===== src/hw/chg_pkg.sv =====
// Constants and types shared by the channel logic port design.
package chg_pkg;
    // Register byte offsets on the APB slave.
    localparam logic [7:0] CHG_CTRL_OFS = 8'h00;
    localparam logic [7:0] CHG_STAT_OFS = 8'h04;
    localparam logic [7:0] CHG_CMD_OFS = 8'h08;
    // Control register fields and reset value.
    localparam int CHG_CTRL_PROFILE = 0;
    localparam int CHG_CTRL_TALK = 1;
    localparam logic [1:0] CHG_CTRL_RST = 2'h0;
    // Command pin positions within the 5-bit input vector.
    localparam int CHG_IN_ON = 0;
    localparam int CHG_IN_OFF = 1;
    localparam int CHG_IN_FN2 = 2;
    localparam int CHG_IN_FN3 = 3;
    localparam int CHG_IN_FN4 = 4;
    // Output pin positions within the 5-bit lamp vector.
    localparam int CHG_OUT_ON = 0;
    localparam int CHG_OUT_OFF = 1;
    localparam int CHG_OUT_L2 = 2;
    localparam int CHG_OUT_L3 = 3;
    localparam int CHG_OUT_L4 = 4;
    // Timing: a 1 us tick drives every slow counter.
    localparam int CHG_CLK_NS = 10;
    localparam int CHG_TICK_NS = 1000;
    localparam int CHG_TICK_CYC = CHG_TICK_NS / CHG_CLK_NS;
    localparam int CHG_PULSE_MS = 100;
    localparam int CHG_PULSE_TICKS = CHG_PULSE_MS * 1000000 / CHG_TICK_NS;
    localparam int CHG_DEB_US = 1000;
    localparam int CHG_DEB_TICKS = CHG_DEB_US * 1000 / CHG_TICK_NS;
    // Timed output pulse state.
    typedef enum logic [2:0] {
        CHG_PIDLE = 3'b001,
        CHG_PSTART = 3'b010,
        CHG_PSTOP = 3'b100
    } chg_pulse_t;
endpackage


===== src/hw/chg_channel.sv =====
// Channel logic port: codec and telephone hybrid profiles with APB registers.
`timescale 1ns/1ps
// Operation
// - Codec talk-control-room mutes, routes preview speakers
// - Codec mute silences outputs, keeps on state
// - Codec talk-source input activates talk function
// - Codec on lamp: on, not talk/mute
// - Codec off lamp while channel off
// - Codec talk-control-room lamp while active
// - Codec mute lamp while mute active
// - Codec talk-source lamp while active
// - Hybrid preview command sets preview, lamp
// - Hybrid reset turns off, no stop
// - Hybrid ready lights the off lamp
// - Hybrid on/off lamps follow channel state
// - Hybrid start pulse 100 ms on turn-on/preview
// - Hybrid stop pulse 100 ms on off
module chg_channel #(
    parameter int PULSE_TICKS = chg_pkg::CHG_PULSE_TICKS,
    parameter int DEB_TICKS = chg_pkg::CHG_DEB_TICKS
) (
    // Clock and reset
    input wire logic mclk,
    input wire logic rst_b,
    // APB slave
    input wire logic psel,
    input wire logic penable,
    input wire logic pwrite,
    input wire logic [7:0] paddr,
    input wire logic [31:0] pwdata,
    output logic [31:0] prdata,
    output logic pready,
    output logic pslverr,
    // Command pins, active low
    input wire logic [4:0] cmd_b,
    // Open-collector lamp and pulse pins
    input wire logic [4:0] gpo_in,
    output logic [4:0] gpo_out,
    output logic [4:0] gpo_oe,
    // Audio path controls
    output logic chan_out_mute,
    output logic preview_speakers_route,
    output logic talk_back_source_act
);
    ////////////////////////////////////////////////////////////////////////////
    logic [1:0] ctrl_q;
    logic [6:0] tick_cnt_q;
    logic tick_q;
    logic [4:0] cmd_lvl;
    logic [4:0] cmd_prev_q;
    logic [4:0] cmd_ev;
    logic hyb;
    logic chan_on_q;
    logic preview_q;
    chg_pkg::chg_pulse_t pulse_st_q;
    logic [16:0] pulse_cnt_q;
    logic on_ev;
    logic off_ev;
    logic rst_ev;
    logic pvw_ev;
    logic talk_cr;
    logic mute_lvl;
    logic talk_src;
    logic ready_lvl;
    logic apb_setup;
    logic apb_wr;

    // Decode: a register offset is mapped when it is one of the three words.
    function automatic logic chg_hit(input logic [7:0] a);
        chg_hit = (a == chg_pkg::CHG_CTRL_OFS) || (a == chg_pkg::CHG_STAT_OFS) ||
                  (a == chg_pkg::CHG_CMD_OFS);
    endfunction

    assign hyb = ctrl_q[chg_pkg::CHG_CTRL_PROFILE];
    assign cmd_ev = cmd_lvl & ~cmd_prev_q;
    assign on_ev = cmd_ev[chg_pkg::CHG_IN_ON];
    assign off_ev = cmd_ev[chg_pkg::CHG_IN_OFF];
    assign rst_ev = hyb && cmd_ev[chg_pkg::CHG_IN_FN3];
    assign pvw_ev = hyb && cmd_ev[chg_pkg::CHG_IN_FN2];
    assign talk_cr = !hyb && cmd_lvl[chg_pkg::CHG_IN_FN2];
    assign mute_lvl = !hyb && cmd_lvl[chg_pkg::CHG_IN_FN3];
    // In the codec profile only, the console button bit and external input both drive talk_back_source.
    assign talk_src = !hyb && (cmd_lvl[chg_pkg::CHG_IN_FN4] ||
                      ctrl_q[chg_pkg::CHG_CTRL_TALK]);
    assign ready_lvl = hyb && cmd_lvl[chg_pkg::CHG_IN_FN4];
    assign apb_setup = psel && !penable;
    assign apb_wr = psel && penable && pready && pwrite && !pslverr;

    ////////////////////////////////////////////////////////////////////////////
    // Divider giving a one-cycle 1 us enable for debounce and pulse timing.
    always_ff @(posedge mclk or negedge rst_b) begin
        if (!rst_b) begin
            tick_cnt_q <= 7'h00;
            tick_q <= 1'b0;
        end else if (tick_cnt_q == 7'(chg_pkg::CHG_TICK_CYC - 1)) begin
            tick_cnt_q <= 7'h00;
            tick_q <= 1'b1;
        end else begin
            tick_cnt_q <= tick_cnt_q + 7'h01;
            tick_q <= 1'b0;
        end
    end

    // Input cleaning; inputs are active low at the pins.
    chg_debounce #(
        .DEB_TICKS(DEB_TICKS)
    ) u_deb (
        .mclk(mclk),
        .rst_b(rst_b),
        .tick(tick_q),
        .raw_b(cmd_b),
        .level(cmd_lvl)
    );

    // Previous levels so that on, off, reset and preview act once per press.
    always_ff @(posedge mclk or negedge rst_b) begin
        if (!rst_b) begin
            cmd_prev_q <= 5'h00;
        end else begin
            cmd_prev_q <= cmd_lvl;
        end
    end

    ////////////////////////////////////////////////////////////////////////////
    // Channel on state; off and reset outrank on when pressed together.
    always_ff @(posedge mclk or negedge rst_b) begin
        if (!rst_b) begin
            chan_on_q <= 1'b0;
        end else if (off_ev || rst_ev) begin
            chan_on_q <= 1'b0;
        end else if (on_ev) begin
            chan_on_q <= 1'b1;
        end
    end

    // Preview latches on a press; leaving the hybrid profile or going on air clears it.
    always_ff @(posedge mclk or negedge rst_b) begin
        if (!rst_b) begin
            preview_q <= 1'b0;
        end else if (!hyb || (on_ev && !off_ev && !rst_ev)) begin
            preview_q <= 1'b0;
        end else if (pvw_ev) begin
            preview_q <= 1'b1;
        end
    end

    // Timed pulses; a later event restarts the count so the newest one is reported.
    always_ff @(posedge mclk or negedge rst_b) begin
        if (!rst_b) begin
            pulse_st_q <= chg_pkg::CHG_PIDLE;
            pulse_cnt_q <= 17'h00000;
        end else if (hyb && chan_on_q && off_ev && !rst_ev) begin
            pulse_st_q <= chg_pkg::CHG_PSTOP;
            pulse_cnt_q <= 17'h00000;
        end else if (hyb && ((!chan_on_q && on_ev && !off_ev && !rst_ev) ||
                     (pvw_ev && !preview_q))) begin
            pulse_st_q <= chg_pkg::CHG_PSTART;
            pulse_cnt_q <= 17'h00000;
        end else begin
            case (pulse_st_q)
                chg_pkg::CHG_PSTART, chg_pkg::CHG_PSTOP: begin
                    if (!hyb) begin
                        pulse_st_q <= chg_pkg::CHG_PIDLE;
                    end else if (tick_q) begin
                        if (pulse_cnt_q >= 17'(PULSE_TICKS - 1)) begin
                            pulse_st_q <= chg_pkg::CHG_PIDLE;
                            pulse_cnt_q <= 17'h00000;
                        end else begin
                            pulse_cnt_q <= pulse_cnt_q + 17'h00001;
                        end
                    end
                end
                chg_pkg::CHG_PIDLE: begin
                    pulse_cnt_q <= 17'h00000;
                end
                default: begin
                    pulse_st_q <= chg_pkg::CHG_PIDLE;
                    pulse_cnt_q <= 17'h00000;
                end
            endcase
        end
    end

    ////////////////////////////////////////////////////////////////////////////
    // Lamp and pulse pins; an enabled output sinks current and lights the lamp.
    always_ff @(posedge mclk or negedge rst_b) begin
        if (!rst_b) begin
            gpo_oe <= 5'h00;
            gpo_out <= 5'h00;
        end else if (hyb) begin
            gpo_out <= 5'h00;
            gpo_oe[chg_pkg::CHG_OUT_ON] <= chan_on_q;
            gpo_oe[chg_pkg::CHG_OUT_OFF] <= !chan_on_q || ready_lvl;
            gpo_oe[chg_pkg::CHG_OUT_L2] <= preview_q;
            gpo_oe[chg_pkg::CHG_OUT_L3] <= (pulse_st_q == chg_pkg::CHG_PSTART);
            gpo_oe[chg_pkg::CHG_OUT_L4] <= (pulse_st_q == chg_pkg::CHG_PSTOP);
        end else begin
            gpo_out <= 5'h00;
            gpo_oe[chg_pkg::CHG_OUT_ON] <= chan_on_q && !talk_cr && !mute_lvl &&
                                           !talk_src;
            gpo_oe[chg_pkg::CHG_OUT_OFF] <= !chan_on_q;
            gpo_oe[chg_pkg::CHG_OUT_L2] <= talk_cr;
            gpo_oe[chg_pkg::CHG_OUT_L3] <= mute_lvl;
            gpo_oe[chg_pkg::CHG_OUT_L4] <= talk_src;
        end
    end

    // Audio controls; mute never touches the on state, so unmuting restores output.
    always_ff @(posedge mclk or negedge rst_b) begin
        if (!rst_b) begin
            chan_out_mute <= 1'b0;
            preview_speakers_route <= 1'b0;
            talk_back_source_act <= 1'b0;
        end else begin
            chan_out_mute <= talk_cr || mute_lvl;
            preview_speakers_route <= talk_cr || preview_q;
            talk_back_source_act <= talk_src;
        end
    end

    ////////////////////////////////////////////////////////////////////////////
    // Control register; only the two low bits are writable.
    always_ff @(posedge mclk or negedge rst_b) begin
        if (!rst_b) begin
            ctrl_q <= chg_pkg::CHG_CTRL_RST;
        end else if (apb_wr && paddr == chg_pkg::CHG_CTRL_OFS) begin
            ctrl_q <= pwdata[1:0];
        end
    end

    // Answer in the first access cycle: read data are captured at setup.
    always_ff @(posedge mclk or negedge rst_b) begin
        if (!rst_b) begin
            pready <= 1'b0;
            pslverr <= 1'b0;
            prdata <= 32'h00000000;
        end else begin
            pready <= apb_setup;
            pslverr <= apb_setup && !chg_hit(paddr);
            prdata <= 32'h00000000;
            if (apb_setup && !pwrite) begin
                case (paddr)
                    chg_pkg::CHG_CTRL_OFS: prdata <= {30'h00000000, ctrl_q};
                    chg_pkg::CHG_STAT_OFS: prdata <= {19'h00000, gpo_in, pulse_st_q,
                                                      talk_src, mute_lvl, talk_cr,
                                                      preview_q, chan_on_q};
                    chg_pkg::CHG_CMD_OFS: prdata <= {27'h0000000, cmd_lvl};
                    default: prdata <= 32'h00000000;
                endcase
            end
        end
    end
endmodule


===== src/hw/chg_debounce.sv =====
// Synchroniser and debouncer for the five active-low command inputs.
`timescale 1ns/1ps
module chg_debounce #(
    parameter int DEB_TICKS = chg_pkg::CHG_DEB_TICKS
) (
    // Clock and reset
    input wire logic mclk,
    input wire logic rst_b,
    // Slow timebase
    input wire logic tick,
    // Raw pins and cleaned active-high levels
    input wire logic [4:0] raw_b,
    output logic [4:0] level
);
    logic [4:0] sync1_q;
    logic [4:0] sync2_q;
    logic [9:0] cnt_q [5];

    // Two-flop synchroniser; the first stage feeds only the second.
    always_ff @(posedge mclk or negedge rst_b) begin
        if (!rst_b) begin
            sync1_q <= 5'h1F;
            sync2_q <= 5'h1F;
        end else begin
            sync1_q <= raw_b;
            sync2_q <= sync1_q;
        end
    end

    // A level is accepted only after it held for DEB_TICKS ticks, so contact bounce is lost.
    always_ff @(posedge mclk or negedge rst_b) begin
        if (!rst_b) begin
            level <= 5'h00;
            for (int i = 0; i < 5; i++) begin
                cnt_q[i] <= 10'h000;
            end
        end else begin
            for (int i = 0; i < 5; i++) begin
                if (sync2_q[i] != level[i]) begin
                    cnt_q[i] <= 10'h000;
                end else if (tick) begin
                    if (cnt_q[i] >= 10'(DEB_TICKS - 1)) begin
                        level[i] <= ~sync2_q[i];
                        cnt_q[i] <= 10'h000;
                    end else begin
                        cnt_q[i] <= cnt_q[i] + 10'h001;
                    end
                end
            end
        end
    end
endmodule


===== config.mk =====
export PLATFORM = sky130hd
export DESIGN_NAME = chg_channel
export DESIGN_NICKNAME = d
export VERILOG_FILES = /design/src/hw/chg_pkg.sv /design/src/hw/chg_channel.sv /design/src/hw/chg_debounce.sv
export SDC_FILE = /design/constraint.sdc
export NUM_CORES = 1
export LEC_CHECK = 0
export BUFFER_PORTS_ARGS = -buffer_cell sky130_fd_sc_hd__buf_2
export CAP_MARGIN = 20
export CORE_MARGIN = 2
export CORE_UTILIZATION = 25
export DETAILED_ROUTE_END_ITERATION = 6
export GPL_TIMING_DRIVEN = 1
export HOLD_SLACK_MARGIN = 0.03
export PLACE_DENSITY = 0.53
export SKIP_LAST_GASP = 1
export SLEW_MARGIN = 20
export SYNTH_ARGS = -nofsm -noshare
export SYNTH_HDL_FRONTEND = slang
export SYNTH_SLANG_ARGS = --single-unit

===== constraint.sdc =====
create_clock -name mclk -period 2.25 [get_ports mclk]
set_clock_uncertainty 0.2 [all_clocks]
set_input_delay 0.225 -clock mclk [delete_from_list [all_inputs] [get_ports mclk]]
set_output_delay 0.225 -clock mclk [all_outputs]
set_load 0.1 [all_outputs]

# Word level (Yosys, flattened, before mapping)
# Index checks and enable logic that the tools add are counted.
# Widths: inputs -> output; s select.
# totals
reg_bits	143
latch_bits	0
mem_bits_rw	0
romBits	0
in_bits	55
output_inout_bits	47
elab_cells	168
memories	0
# op_classes
n_addsub	7
multipliers	0
div	0
n_lt_le_gt_ge	6
eq_ne	16
shifts	0
mux	36
bitwise_logic	12
reduce_logical	64
# op_table
op	count
$mux 10	15
$mux 17	6
$add 10x1->10 const B	5
$ge 10x10->1 const B	5
$pmux 13 s3	1
$logic_and 1x1->1	27
$reduce_and 3->1	6
$add 17x1->17 const B	1
$ge 17x17->1 const B	1
$mux 3	5
$reduce_bool 2->1	7
$mux 13	1
$logic_not 1->1	12
$ne 5x5->1 const B	2
$not 1->1	10
$logic_or 1x1->1	9
$eq 8x3->1 const B	1
$eq 8x4->1 const B	1
$logic_not 8->1	1
$ne 4x4->1 const B	2
$add 7x1->7 const B	1
$eq 7x7->1 const B	1
$mux 7	1
$pmux 3 s2	1
11 further kinds	19

# Longest topological paths before layout
# logic_depth
depth_word	9
ltp_mapped	7
mapped_depth_nobuf	6

# Modules after synthesis
# A second synthesis with hierarchy kept.
# hier_totals
cells_unflattened	636
hier_area_um2	6376.1
# by_module_without_submodules
module	instances	cells_per_inst	area_per_inst_um2	seq_area_each_um2
chg_debounce	1	312	3253.1	1639.1
chg_channel	1	324	3123.0	1477.7

# Least setup slack after synthesis
# No wires, ideal clock.
# synth_timing
path_kind	reg-to-reg
start	reg pready
end	reg ctrl_q[0]
setup_ps	125
t_arrival_ps	1818
required_time_ps	1925
setup_slack_ps	108
stages_incl_launch_ff	4
path_buffers	0
period_less_slack_ps	2142
cell_sequence	dfrtp_1 -> nand3_1 -> or4_1 -> mux2_2
# synth_via
elab_chain_cells	4
# synth_rtl
element	line	text
start: declaration	chg_channel.sv:32	output logic pready,
start signal: assignment	chg_channel.sv:238	pready <= apb_setup;
$logic_and 1x1->1 (3 in a row)	chg_channel.sv:87	assign apb_wr = psel && penable && pready && pwrite && !pslverr;
$logic_and 1x1->1	chg_channel.sv:226	end else if (apb_wr && paddr == chg_pkg::CHG_CTRL_OFS) begin
end signal: assignment	chg_channel.sv:225	ctrl_q <= chg_pkg::CHG_CTRL_RST;
end signal: assignment	chg_channel.sv:227	ctrl_q <= pwdata[1:0];
end: declaration	chg_channel.sv:46	logic [1:0] ctrl_q;
# No other way between the ends.
# A chain may end at the register's enable or synchronous reset.

# Worst setup path in the final report
# layout_timing
start	reg u_deb.cnt_q[30] (netlist bit)
end	reg u_deb.cnt_q[32] (netlist bit)
# layout_via
elab_chain_cells	4
elab_cells_between_ends	5
cone_classes	add/sub (1); order compare (1); mux (3)
# layout_rtl
element	line	text
start: declaration	chg_debounce.sv:17	logic [9:0] cnt_q [5];
start signal: indexed assignment	chg_debounce.sv:46	cnt_q[i] <= cnt_q[i] + 10'h001;
$add 10x1->10 or $ge 10x10->1 (tied branches)	chg_debounce.sv:46, chg_debounce.sv:42	
$mux 10 *	chg_debounce.sv:42	if (cnt_q[i] >= 10'(DEB_TICKS - 1)) begin
$mux 10 *	chg_debounce.sv:41	end else if (tick) begin
$mux 10 *	chg_debounce.sv:39	if (sync2_q[i] != level[i]) begin
# Every way passes the cells marked *; elsewhere a longest branch is shown, timed or not. The select of a mux whose other input is x is not followed.

==> impl_metrics.toml <==
[run_status]
outcome = "completed"

[yosys]
syn_inst = 602
yosysSeqAreaShare = 0.5318
avgSynthCellArea_um2 = 9.735
ys_ff_latch = 124
yosysTopAreaCell = "dfrtp_1"
synthTopCellsByArea = "dfrtp_1, o21ai_0, dfstp_2"
async_flop_share = 1.000
synth.most_common_cell = "dfrtp_1"
synth_top_cell_area_share = 0.4825
yosysUniqueCellTypes = 57
synth_ff_type = "dfrtp_1"
ys.warnings.count = 0
synth_top_cells_by_count = "dfrtp_1, nand2_1, o21ai_0"
synth_edf_count = 0
syn_area_um2 = 5861

[sta]
hold_viol = 0
finalSetupViolCount = 0
period_share = 0.9444
maxSlewHeadroom = 0.5332
period_needed_ps = 2125
max_clock_freq_mhz = 470.6
worst_slack_ps = 125.0
worstMarginPinSlew_ps = 691.4
rsz0062_at_grt = "true"
slew_viol_final = 0

[detailed_routing]
wl_per_cell_um = 12.09
vias_per_cell = 4.448
drt_wl_total_um = 12520
firstDrtPassIters = 4
first_iter_violations = 255
antenna_left = 0
via_count = 4608
drc_errors = 0

[floorplan]
die_w_um = 157.1
die_h_um = 157.1
fp.coreArea_um2 = 23260
die_area_um2 = 24680
initial_core_util = 0.2519
row_count = 56
ios = 102

[worst_setup_path]
worst_path_max_delay_cell = "a211oi_1"
path_buf_inv = 1
crit_arrival_ps = 2250
crit_path_max_incr_delay_ps = 500
path_cells = "ha_1 -> a211oi_1 -> o31ai_1 -> nor2_1 -> buf_4 -> nand2_1 -> o21ai_0"
critPathCaptureType = "flop"
crit_type = "reg2reg"
regToRegSetupSlack_ps = 130
cp_max_fo = 4
startpoint_type = "flop"
worst_ep_required_time_ps = 2380
cpLargestDelayFamily = "compound AO/OA/AOI/OAI gates"

[placed_design]
hpwl_um = 8714
dp_cells = 986
postPlaceCellArea_um2 = 6609
gp_congestion = 0.7617
port-buffer-count = 47
dp_slack_ps = 70.61

[clock_tree]
cts_setup_buffers = 0
path_clk_slew_ps = 60
worstSkewPairLatency_ps = 410
numCtsBuffers = 17
h-tree-depth = 4
cts_tree = "done"
cts.sinks = 124
clockBufferDepth = 2
cts-root-buf = "clkbuf_16"

[pwr]
peakVddDrop_mv = 0.4765
p_per_area_nw_per_um2 = 747.1
leakagePower_uw = 0.003377

[global_routing]
grt_pass1_wl_um = 21290
antenna_found_initial = 0
grt_usage = 0.1076
grt.overflow.total = 0
grt_max_degree = 43
grt_pass1_vias = 4456

[layout]
area_growth_syn_to_layout_pct = 27.50
design_area_um2 = 7472
diodes = 0
layout.cells.non_filler = 1036
layout-drive-gt1-share = 0.1813
final_nets = 766

[worst_hold_path]
hold_path.class = "in2reg"

[job]
cap_violations = 0
## power by group
| part | switching (uW) | internal [uW] | total (uW) |
|---|---|---|---|
| registers | 7.21 | 2250 | 2260 |
| clock network | 958 | 2020 | 2980 |
| logic | 280 | 64.3 | 344 |
## worst register-to-register path, stage by stage, from the launching register on
cell and delay (ps):
dfrtp_1 400, ha_1 240, a211oi_1 500, o31ai_1 150, nor2_1 200, buf_4 170, nand2_1 50, o21ai_0 130
## cell usage in the layout, fill, tap and decap left out, types with 7 or more instances in the layout
cell type,netlist,layout
dfrtp_1,113,113
nand2_1,70,70
o21ai_0,68,68
nor2_1,66,65
buf_2,1,46
a21oi_1,33,33
buf_4,24,28
conb_1,1,24
and3_1,22,22
dlygate4sd3_1,0,18
nand3_1,17,17
clkbuf_16,0,17
and2_1,13,13
o31ai_1,13,13
dfstp_2,11,11
or3_1,10,10
xnor2_1,10,10
a31oi_1,10,10
or4_1,10,10
inv_1,9,9
nand4_1,7,7
ha_1,7,7
## logic make-up (layout without fill, tap and decap cells)
kind of cell | count (synthesis) | count (layout) | share of synthesized area
AND/OR/NAND/NOR | 247 | 247 | 0.2109
multiplexers | 7 | 7 | 0.01238
buffers and inverters | 44 | 136 | 0.04633
other | 1 | 24 | 0.0006399
adder cells (fa/ha/maj) | 7 | 7 | 0.01494
XOR/XNOR | 16 | 16 | 0.02391
flip-flops | 124 | 124 | 0.5318
AO/OA/AOI/OAI | 156 | 156 | 0.1591
## cell type report
type | instances | area [um2]
Inverter | 9 | 33.78
Fill cell | 2399 | 15790
Sequential cell | 124 | 3117
Clock buffer | 21 | 460.4
Multi-Input combinational cell | 457 | 2592
Tap cell | 319 | 399.1
Clock inverter | 11 | 188.9
Timing Repair Buffer | 95 | 680.7
## sequential cells by signal, summed over array words and instances (netlist names), 2 cells and up
name / flops
u_deb.cnt_q: 50
pulse_cnt_q: 17
prdata: 13
tick_cnt_q: 7
gpo_oe: 5
u_deb.level: 5
u_deb.sync1_q: 5
u_deb.sync2_q: 5
cmd_prev_q: 4
pulse_st_q: 3
ctrl_q: 2
## metrics by stage
stage          TNS [ps]    util  hold WS, ps  power (uW)
2_1_floorplan         0       -       -270.6        2553
3_3_place_gp          0  0.2841        32.97        2622
4_1_cts               0  0.3198        55.84        5677
3_5_place_dp          0  0.2841        31.46        2622
5_1_grt          -150.9  0.3212        88.05        5806
6_report              0  0.3212        76.38        5582
## per-layer routing
metal / GRT usage / vias up / wire length (um)
li1: - / 2325 / -
met3: 0.03194 / 4 / 534
met5: 0 / - / 0
met4: 0.03160 / 0 / 63
met1: 0.1403 / 2194 / 6122
met2: 0.1729 / 85 / 5800
## timing repair
action | 4_1_cts | 5_1_grt
hold endpoints to repair | 120 | 0
gates resized for setup | 0 | 4
setup endpoints to repair | 0 | 19
hold buffers | 18 | 0
## path summary, 6_finish.rpt
kind,depth (start not counted),to,start
max in group asynchronous,3,u_deb.sync2_q[4]$_DFF_PN1_,rst_b
hold / removal,5,prdata[4]$_DFF_PN0_,paddr[0]
min in group asynchronous,2,pulse_cnt_q[2]$_DFFE_PN0P_,rst_b
setup / recovery,7,u_deb.cnt_q[32]$_DFFE_PN0P_,u_deb.cnt_q[30]$_DFFE_PN0P_
setup reg to reg,7,u_deb.cnt_q[32]$_DFFE_PN0P_,u_deb.cnt_q[30]$_DFFE_PN0P_
hold reg to reg,0,u_deb.sync2_q[3]$_DFF_PN1_,u_deb.sync1_q[3]$_DFF_PN1_
No activity file was read; power rests on OpenSTA's default activity.
